## src/inc/sram_host_pkg.sv

```systemverilog
// Constants shared by the static memory host controller and its pin sequencer.
// Assumes a 125 MHz system clock and an 8K x 8 asynchronous memory on the pins.
package sram_host_pkg;
  // Geometry
  localparam int ADDR_W = 13;
  localparam int DATA_W = 8;
  // Clock period in picoseconds
  localparam int CLK_PS = 8000;
  // Cycle and pulse times, ns, slowest grade figures
  localparam int CYCLE_NS     = 35;
  localparam int WR_PULSE_NS  = 25;
  localparam int DATA_SET_NS  = 15;
  localparam int ACCESS_NS    = 35;
  localparam int HIZ_NS       = 15;
  localparam int CLR_PULSE_NS = 20;
  localparam int CLR_CYCLE_NS = 65;
  // Least times round up to whole cycles; RD_CYC takes one cycle more
  localparam int RD_CYC   = (ACCESS_NS * 1000 + CLK_PS - 1) / CLK_PS + 1;
  localparam int WR_CYC   = (WR_PULSE_NS * 1000 + CLK_PS - 1) / CLK_PS;
  localparam int HIZ_CYC  = (HIZ_NS * 1000 + CLK_PS - 1) / CLK_PS;
  localparam int CLRP_CYC = (CLR_PULSE_NS * 1000 + CLK_PS - 1) / CLK_PS;
  localparam int CLRR_CYC = ((CLR_CYCLE_NS - CLR_PULSE_NS) * 1000 + CLK_PS - 1) / CLK_PS;
  localparam int CNT_W    = 4;
  // Sequencer phases, one-hot
  typedef enum logic [5:0] {
    ST_IDLE  = 6'h01,
    ST_SETUP = 6'h02,
    ST_PULSE = 6'h04,
    ST_END   = 6'h08,
    ST_CLR   = 6'h10,
    ST_CLRR  = 6'h20
  } phase_t;
endpackage

```

## src/inc/sram_pins_if.sv

```systemverilog
// Pin-side bundle between the host top and its pin sequencer.
// Assumes one clock domain; all signals are registered in the sequencer.
`timescale 1ns/100ps
`default_nettype none
interface sram_pins_if;
  logic [sram_host_pkg::ADDR_W-1:0] word_address;
  logic                             select_low_n;
  logic                             select_high_pd;
  logic                             write_n;
  logic                             out_en_n;
  logic                             clear_n;
  logic [sram_host_pkg::DATA_W-1:0] dq_out;
  logic                             dq_oe;
  modport seq (output word_address, select_low_n, select_high_pd, write_n,
               output out_en_n, clear_n, dq_out, dq_oe);
  modport top (input word_address, select_low_n, select_high_pd, write_n,
               input out_en_n, clear_n, dq_out, dq_oe);
endinterface
`default_nettype wire

```

## src/rtl/sram_pin_seq.sv

```systemverilog
// Pin sequencer: walks one read, write or clear cycle on the memory pins.
// Assumes the top hands it one request at a time while it reports idle.
`timescale 1ns/100ps
`default_nettype none
module sram_pin_seq (
  // Clock and reset
  input  wire logic                             sys_clk_i,
  input  wire logic                             srst_i,
  // Request side
  input  wire logic                             start_i,
  input  wire logic                             wr_i,
  input  wire logic                             clr_i,
  input  wire logic [sram_host_pkg::ADDR_W-1:0] addr_i,
  input  wire logic [sram_host_pkg::DATA_W-1:0] wdata_i,
  output logic                                  busy_o,
  output logic                                  sample_o,
  output logic                                  done_o,
  // Pins
  sram_pins_if.seq                              pins
);
  sram_host_pkg::phase_t           st_reg, st_next;
  logic [sram_host_pkg::CNT_W-1:0] cnt_reg, cnt_next;
  logic                            wr_reg, wr_next;
  logic                            done_next, sample_next;
  logic [sram_host_pkg::ADDR_W-1:0] a_next;
  logic [sram_host_pkg::DATA_W-1:0] d_next;
  logic cs1_next, cs2_next, we_next, oe_next, clr_next, dqoe_next;

  // Next phase and pin values
  always_comb begin
    st_next = st_reg;
    cnt_next = cnt_reg;
    wr_next = wr_reg;
    done_next = 1'b0;
    sample_next = 1'b0;
    a_next = pins.word_address;
    d_next = pins.dq_out;
    cs1_next = pins.select_low_n;
    cs2_next = pins.select_high_pd;
    we_next = pins.write_n;
    oe_next = pins.out_en_n;
    clr_next = pins.clear_n;
    dqoe_next = pins.dq_oe;
    case (st_reg)
      sram_host_pkg::ST_IDLE: begin
        if (start_i && clr_i) begin
          clr_next = 1'b0;
          cnt_next = 4'(sram_host_pkg::CLRP_CYC - 1);
          st_next = sram_host_pkg::ST_CLR;
        end else if (start_i) begin
          a_next = addr_i; // RULE_08 RULE_09
          d_next = wdata_i;
          wr_next = wr_i;
          st_next = sram_host_pkg::ST_SETUP;
        end
      end
      sram_host_pkg::ST_SETUP: begin
        cs1_next = 1'b0; // RULE_09
        cs2_next = 1'b1; // RULE_06
        we_next = ~wr_reg; // RULE_01 RULE_02 RULE_04
        oe_next = wr_reg; // RULE_12
        dqoe_next = wr_reg;
        cnt_next = wr_reg ? 4'(sram_host_pkg::WR_CYC - 1) : 4'(sram_host_pkg::RD_CYC - 1);
        st_next = sram_host_pkg::ST_PULSE;
      end
      sram_host_pkg::ST_PULSE: begin
        if (cnt_reg == 4'h0) begin
          cs1_next = 1'b1; // RULE_03 RULE_05
          cs2_next = 1'b0; // RULE_10
          oe_next = 1'b1;
          cnt_next = 4'(sram_host_pkg::HIZ_CYC - 1);
          st_next = sram_host_pkg::ST_END;
        end else begin
          // Take read data in the last selected cycle; after deselect the lines float
          sample_next = ~wr_reg && (cnt_reg == 4'h1); // RULE_15
          cnt_next = cnt_reg - 4'h1;
        end
      end
      sram_host_pkg::ST_END: begin
        we_next = 1'b1; // RULE_05
        dqoe_next = 1'b0;
        if (cnt_reg == 4'h0) begin
          done_next = 1'b1;
          st_next = sram_host_pkg::ST_IDLE;
        end else begin
          cnt_next = cnt_reg - 4'h1;
        end
      end
      sram_host_pkg::ST_CLR: begin
        if (cnt_reg == 4'h0) begin
          clr_next = 1'b1; // RULE_13
          cnt_next = 4'(sram_host_pkg::CLRR_CYC - 1);
          st_next = sram_host_pkg::ST_CLRR;
        end else begin
          cnt_next = cnt_reg - 4'h1;
        end
      end
      sram_host_pkg::ST_CLRR: begin
        if (cnt_reg == 4'h0) begin
          done_next = 1'b1;
          st_next = sram_host_pkg::ST_IDLE;
        end else begin
          cnt_next = cnt_reg - 4'h1;
        end
      end
      default: st_next = sram_host_pkg::ST_IDLE;
    endcase
  end

  // Registers; memory deselected and powered down at reset
  always_ff @(posedge sys_clk_i) begin
    if (srst_i) begin
      st_reg <= sram_host_pkg::ST_IDLE;
      cnt_reg <= 4'h0;
      wr_reg <= 1'b0;
      done_o <= 1'b0;
      sample_o <= 1'b0;
      pins.word_address <= 13'h0000;
      pins.dq_out <= 8'h00;
      pins.select_low_n <= 1'b1;
      pins.select_high_pd <= 1'b0;
      pins.write_n <= 1'b1;
      pins.out_en_n <= 1'b1;
      pins.clear_n <= 1'b1;
      pins.dq_oe <= 1'b0;
    end else begin
      st_reg <= st_next;
      cnt_reg <= cnt_next;
      wr_reg <= wr_next;
      done_o <= done_next;
      sample_o <= sample_next;
      pins.word_address <= a_next;
      pins.dq_out <= d_next;
      pins.select_low_n <= cs1_next;
      pins.select_high_pd <= cs2_next;
      pins.write_n <= we_next;
      pins.out_en_n <= oe_next;
      pins.clear_n <= clr_next;
      pins.dq_oe <= dqoe_next;
    end
  end

  assign busy_o = (st_reg != sram_host_pkg::ST_IDLE);
endmodule
`default_nettype wire

```

## src/rtl/sram_host.sv

```systemverilog
// What the document says of the memory and its host
// RULE_01 - Write enable stays high throughout every read cycle.
// RULE_02 - Memory writes only while both selects and write enable are active.
// RULE_03 - Write ends when any select or write enable goes inactive.
// RULE_04 - Write enable low before selects keeps outputs high impedance. Code lowers write enable in the same cycle as the selects.
// RULE_05 - Selects drop before write enable rises, keeping outputs off.
// RULE_06 - Raising select_high_pd wakes the memory from low power.
// RULE_07 - Memory sleeps by itself after sleep_delay; host needs no action.
// RULE_08 - Address changes only while the memory is deselected.
// RULE_09 - Address valid no later than the later select asserts.
// RULE_10 - Hold select_low_n high while idle, for retention.
// RULE_11 - Memory is 8192 words of 8 bits on shared data lines.
// RULE_12 - Read: write high, selects active, output enable low.
// RULE_13 - Clear low zeroes all words; pins keep their control decode.
// RULE_14 - Sleep delay is at most 35, 25 or 20 ns per grade.
// RULE_15 - A read returns the last written byte, or zero after clear.
//
// Host controller for an 8K x 8 asynchronous static memory.
// Assumes requests are synchronous to sys_clk_i and the data pins settle in one cycle.
`timescale 1ns/100ps
`default_nettype none
module sram_host #(
  parameter int ADDR_W = sram_host_pkg::ADDR_W,
  parameter int DATA_W = sram_host_pkg::DATA_W
) (
  // Clock and reset
  input  wire logic              sys_clk_i,
  input  wire logic              srst_i,
  // User requests
  input  wire logic              req_valid_i,
  input  wire logic              req_write_i,
  input  wire logic              req_clear_i,
  input  wire logic [ADDR_W-1:0] req_addr_i,
  input  wire logic [DATA_W-1:0] req_wdata_i,
  output logic                   req_ready_o,
  output logic                   rsp_valid_o,
  output logic [DATA_W-1:0]      rsp_rdata_o,
  // Memory pins
  output logic [ADDR_W-1:0]      word_address_o,
  output logic                   select_low_n_o,
  output logic                   select_high_pd_o,
  output logic                   write_n_o,
  output logic                   out_en_n_o,
  output logic                   clear_n_o,
  input  wire logic [DATA_W-1:0] dq_i,
  output logic [DATA_W-1:0]      dq_o,
  output logic                   dq_oe_o
);
  sram_pins_if pins_bus ();
  logic              busy, sample, done;
  logic              start;
  logic              ready_next, rsp_valid_next;
  logic [DATA_W-1:0] rdata_next;

  sram_pin_seq u_seq (
    .sys_clk_i (sys_clk_i),
    .srst_i    (srst_i),
    .start_i   (start),
    .wr_i      (req_write_i),
    .clr_i     (req_clear_i),
    .addr_i    (req_addr_i),
    .wdata_i   (req_wdata_i),
    .busy_o    (busy),
    .sample_o  (sample),
    .done_o    (done),
    .pins      (pins_bus.seq)
  );

  // Request accepted while ready is shown
  assign start = req_valid_i && req_ready_o;

  // Handshake and read data capture
  always_comb begin
    ready_next = req_ready_o;
    rsp_valid_next = 1'b0;
    rdata_next = rsp_rdata_o;
    if (start) begin
      ready_next = 1'b0;
    end else if (done) begin
      ready_next = 1'b1;
      rsp_valid_next = 1'b1;
    end
    if (sample) begin
      rdata_next = dq_i; // RULE_15
    end
  end

  always_ff @(posedge sys_clk_i) begin
    if (srst_i) begin
      req_ready_o <= 1'b1;
      rsp_valid_o <= 1'b0;
      rsp_rdata_o <= 8'h00;
    end else begin
      req_ready_o <= ready_next;
      rsp_valid_o <= rsp_valid_next;
      rsp_rdata_o <= rdata_next;
    end
  end

  // Pin registers live in the sequencer; these are straight wires from them
  assign word_address_o   = pins_bus.word_address;
  assign select_low_n_o   = pins_bus.select_low_n;
  assign select_high_pd_o = pins_bus.select_high_pd;
  assign write_n_o        = pins_bus.write_n;
  assign out_en_n_o       = pins_bus.out_en_n;
  assign clear_n_o        = pins_bus.clear_n;
  assign dq_o             = pins_bus.dq_out;
  assign dq_oe_o          = pins_bus.dq_oe;
endmodule
`default_nettype wire

```

## config.mk

```make
export PLATFORM = sky130hd
export DESIGN_NAME = sram_host
export DESIGN_NICKNAME = d
export VERILOG_FILES = /design/src/inc/sram_host_pkg.sv /design/src/inc/sram_pins_if.sv /design/src/rtl/sram_pin_seq.sv /design/src/rtl/sram_host.sv
export SDC_FILE = /design/constraint.sdc
export NUM_CORES = 1
export LEC_CHECK = 0
export ABC_AREA = 1
export ABC_CLOCK_PERIOD_IN_PS = 1700
export BUFFER_PORTS_ARGS = -buffer_cell sky130_fd_sc_hd__buf_4
export CAP_MARGIN = 20
export CORE_MARGIN = 3
export CORE_UTILIZATION = 39
export DETAILED_ROUTE_END_ITERATION = 10
export HOLD_SLACK_MARGIN = 0.05
export PLACE_DENSITY = 0.63
export SLEW_MARGIN = 20
export SYNTH_ARGS = -nofsm -noshare
export SYNTH_HDL_FRONTEND = slang
export SYNTH_SLANG_ARGS = --single-unit
```

## constraint.sdc

```tcl
create_clock -name sys_clk_i -period 1.7 [get_ports sys_clk_i]
set_clock_uncertainty 0.15 [all_clocks]
set_input_delay 0.34 -clock sys_clk_i [delete_from_list [all_inputs] [get_ports sys_clk_i]]
set_output_delay 0.34 -clock sys_clk_i [all_outputs]
set_load 0.03 [all_outputs]
```

Yosys cells after proc, flatten, opt, wreduce, memory -nomap -nowiden
Cells that the tools add are included.

operators by class
  $lt $le $gt $ge = 0
  shifts and indexed selects = 0
  add/subtract/negate cells = 1
  multiply operators = 0
  div/mod/pow operators = 0
  reductions and logical operators = 18
  mux-type cells = 25
  bitwise gates (word level) = 4
  equal/unequal tests = 13

operators with widths
  kind                                                 count
  2-to-1 mux 6 bit                                     5
  case mux 6 bit (5 select lines)                      1
  case mux 4 bit (5 select lines)                      1
  2-to-1 mux 4 bit                                     4
  case mux 1 bit (2 select lines)                      6
  AND reduction 3 bit                                  3
  != test 2 x 1 -> 1 bit, second input constant        4
  nonzero test 2 bit                                   4
  2-to-1 mux 1 bit                                     7
  equality test 6 x 1 -> 1 bit, second input constant  1
  equality test 6 x 2 -> 1 bit, second input constant  1
  equality test 6 x 3 -> 1 bit, second input constant  1
  equality test 6 x 4 -> 1 bit, second input constant  1
  equality test 6 x 5 -> 1 bit, second input constant  1
  equality test 6 bit, second input constant           1
  OR reduction 2 bit                                   3
  nonzero test 5 bit                                   1
  equality test 4 x 1 -> 1 bit, second input constant  1
  logical NOT 4 bit                                    1
  inverter 1 bit                                       4
  AND reduction 4 bit                                  1
  subtractor 4 x 1 -> 4 bit, second input constant     1
  logical AND 1 bit                                    3
  2-to-1 mux 3 bit                                     1
  4 further kinds                                      4

storage, ports and cells
  flip-flop bits (word level) = 50
  output and inout port bits = 37
  bits in read-only memories = 0
  memories kept = 0
  bits in latches = 0
  input bits = 34
  word-level logic and storage cells = 77
  RAM bits = 0

Longest topological paths before layout
  word-level depth = 4
  gate-level depth with buffers = 12
  depth with buffers taken out = 12

Cells and area by module
Synthesis repeated with hierarchy kept, for this count alone.

unflattened totals
  cell total of the unflattened synthesis = 293
  area total of the unflattened synthesis = 2,165.8 um^2

modules (own cells, without submodules)
  module        cells an instance  sequential area each (um^2)  area an instance (um^2)  times used
  sram_pin_seq  234                800.8                        1,754.2                  1
  sram_host     59                 200.2                        411.6                    1

Worst setup path before layout
No wires, ideal clock.

  path type = reg2reg
  start = register req_ready_o
  end = register u_seq.cnt_reg[2] in the netlist's numbering
  path slack = 0.097 ns
  required time = 1.483 ns
  stages on the path, launching flop included = 11
  clock period less this slack = 1.603 ns
  library setup time = 0.067 ns
  arrival = 1.386 ns
  buffers on the path = 0
  cells stage by stage = dfxtp_1 > nand2_1 > inv_1 > nand2_1 > inv_1 > nor2_1 > inv_1 > nand2_2 > nor2_1 > nand2_1 > a21oi_2

on the way
  longest elaborated chain between the ends = 4

ends and longest elaborated chain
  item                              RTL line             source
  from (decl)                       sram_host.sv:35      output logic req_ready_o,
  from (signal assigned)            sram_host.sv:94      req_ready_o <= ready_next;
  logical AND 1 bit                 sram_host.sv:70      assign start = req_valid_i && req_ready_o;
  logical AND 1 bit                 sram_pin_seq.sv:46   if (start_i && clr_i) begin
  != test 2 x 1 -> 1 bit (no line)  -
  AND reduction 3 bit (no line)     -
  to (signal assigned)              sram_pin_seq.sv:128  cnt_reg <= cnt_next;
  to (decl)                         sram_pin_seq.sv:22   logic [sram_host_pkg::CNT_W-1:0] cnt_reg, cnt_next;

No other way between the ends.
A chain may end at the register's enable or synchronous reset.

Final worst setup path
  start = register u_seq.st_reg[2]
  end = register u_seq.pins.word_address[7]

on the way
  longest elaborated chain between the ends = 2

ends and longest elaborated chain
  item                           RTL line             source
  from (decl)                    sram_pin_seq.sv:21   sram_host_pkg::phase_t st_reg, st_next;
  from (signal assigned)         sram_pin_seq.sv:113  st_reg <= sram_host_pkg::ST_IDLE;
  from (signal assigned)         sram_pin_seq.sv:127  st_reg <= st_next;
  equality test 6 x 1 -> 1 bit   sram_pin_seq.sv:44   case (st_reg)
  AND reduction 3 bit (no line)  -
  to (signal assigned)           sram_pin_seq.sv:132  pins.word_address <= a_next;
  to (decl)                      sram_pins_if.sv:14   modport seq (output word_address, select_low_n, select_high_pd, write_n,

No other way between the ends.

==> metrics.csv <==
metric,value,unit
gate count after technology mapping,294,
FP Rows,26,
max-cap viol count,0,
CP Max Fanout,22,
top post-synthesis cells by area,"dfxtp_1 47%, inv_1 9.0%, o21ai_0 8.0%, nand2_1 7.6%, a21oi_1 7.3%",
Setup crit start kind,register,
crit path kind,register to register,
Slew HR,0.820,
Design Power,2.49,mW
"Clk Latency, worst-skew pair",0.30,ns
Psw,0.757,mW
Die ar.,0.00639,sq mm
PD cells,858,mW/mm^2
VDD IR-drop max,0.456,mV
Port Buffers,70,
CTS tree,built,
Placement Cell Area,0.00276,sq mm
Area growth syn-to-layout,36.3,%
gp weighted congestion,0.895,
vias in the first global route,1857,
Reg with most FFs,u_seq.pins.word_address,
Nets,407,
via count,2047,
final hold violations,0,
Routed Antenna Nets,0,
Synth Net Count,330,
CP Cell Sequence,nor2_4 > nand3_4 > nor3_4 > buf_6 > clkbuf_16 > a21oi_1,
synthesized area per cell,7.25,sq um
Fill cells,509,
"Slowest-stage cell, CP",dfxtp_1,
P_leak,1.47,nW
I/O Pins,71,
die height,79.9,um
fraction of layout cells with a size suffix above 1,0.294,
sw frac,0.304,
hold bufs inserted after CTS,0,
DP HPWL,3790,um
"wirelength, routed",5340,um
first-pass GRT wire length,8340,um
DRC Markers,0,
number of DRC markers in iteration 0,76,
top cell type's share of synthesized area,0.470,
combinational share of power,0.218,
reg-to-reg setup timing slack,0.08,ns
Chip Width,79.9,um
first drt pass iteration count,4,
setup TNS,0,ns
"FF+latch count, synth",50,
worst hold path type,input pin to register,
RSZ-0062 raised after global routing,no,
Reg area,0.00100,sq mm
fin area,0.00291,sq mm
CP Buf/Inv Count,2,
clock power share,0.273,
largest net degree at the start of global routing,45,
initial core utilization,0.409,
Top delay family on crit path,simple AND/OR/NAND/NOR gates,
status,"finished, final reports clean",
gr ovfl total,0,
clock root cell,clkbuf_8,
measured slew at the worst slew-check pin,0.270,ns
max-slew violation count,0,
post-route clock period utilization,0.951,
CP max stage delay,0.36,ns
Crit. End Element,register,
diode count,0,
biggest regs,"u_seq.pins.word_address (13), rsp_rdata_o (8), u_seq.pins.dq_out (8)",
Critical Path AT,1.66,ns
Reg power frac,0.509,
Multi-input gate area,905,sq um
TritonCTS Sinks,50,
P_int,1.74,mW
max FFs per register,13,
Synth area leader,dfxtp_1,
register area share after synthesis,0.470,
Worst-path clk slew,0.09,ns
GRT Util Overall,0.166,
pre-CTS setup slack,0.0747,ns
Unique masters post-synth,21,
WL per Instance,12.1,um
Crit path required time,1.74,ns
vias per cell,4.64,
Final min period,1.62,ns
# setup viols final,0,
htree depth,2,
Core Region,0.00520,sq mm
final design utilization,0.558,
Yosys warnings,0,
"Cell Area, Synth",0.00213,sq mm
initial antenna violation count,0,
post-layout worst setup margin,0.0835,ns
FMAX,619,MHz
CTS Buffer Depth,2,
Inserted Clock Buffers,5,
through the flow:
step | hold slack, ns | std cells
finish | 0.0736 | 441
global route | 0.0632 | 441
detailed placement | 0.286 | 432
floorplan | 0.268 | 294
CTS | 0.0670 | 439
global placement | 0.286 | 432
synthesized netlist by cell type:
cell type / number
inv_1: 51
dfxtp_1: 50
nand2_1: 43
nor2_1: 41
o21ai_0: 34
a21oi_1: 31
nand3_1: 16
nand2_2: 6
clkbuf_1: 4
buf_2: 3
buf_6: 2
ha_1: 2
nand4_1: 2
nor4_1: 2
a21oi_2: 1
buf_4: 1
nand3_2: 1
nand3_4: 1
nor2_2: 1
nor2_4: 1
nor3_4: 1
power groups by stage:
| stage | clock network [mW] | registers, mW | logic, mW |
|---|---|---|---|
| 6_report | 0.680 | 1.27 | 0.543 |
| 5_1_grt | 0.748 | 1.28 | 0.600 |
| 4_1_cts | 0.701 | 1.27 | 0.522 |
| 3_5_place_dp | 0 | 1.29 | 0.520 |
| 3_3_place_gp | 0 | 1.29 | 0.520 |
| 2_1_floorplan | 0 | 1.38 | 0.228 |
placed cells by master, fill, tap and decap left out, drive strengths merged:
cell type   n
buf        79
inv        52
dfxtp      50
nand2      49
nor2       43
o21ai      34
a21oi      32
nand3      18
clkbuf      6
nor4        2
nand4       2
ha          2
nor3        1
clkinv      1
routing by layer:
metal | up-vias | track usage | part of all wire
li1 | 1072 | - | -
met1 | 893 | 0.204 | 0.46
met2 | 76 | 0.257 | 0.44
met3 | 6 | 0.0734 | 0.096
met4 | 0 | 0.0557 | 0.011
met5 | - | 0 | 0
path summary, 6_finish.rpt:
kind | from | to | cells after the start
setup / recovery | u_seq.st_reg[2] | u_seq.pins.word_address[7] | 6
hold / removal | req_clear_i | u_seq.st_reg[1] | 2
setup reg to reg | u_seq.st_reg[2] | u_seq.pins.word_address[7] | 6
hold reg to reg | u_seq.done_o | rsp_valid_o | 2
cell families (layout without fill, tap and decap cells):
logic type	count (synthesis)	after routing	share of synthesized area
AND/OR/NAND/NOR	115	115	0.244
adder cells (fa/ha/maj)	2	2	0.0117
AO/OA/AOI/OAI	66	66	0.157
buffers and inverters	61	138	0.118
flip-flops	50	50	0.470
layout make-up:
class,instances,share of cell area
inverters,51,0.0659
well taps,70,0.0301
multi-input cells,183,0.311
flip-flops and latches,50,0.346
repair buffers,80,0.218
clock buffers,5,0.0237
clock inverters,2,0.00474
repair_timing:
item | CTS | global route
setup buffers | 0 | 1
gates resized for setup | 0 | 13
setup endpoints to repair | 0 | 12
(Power assumes the default switching activity.)
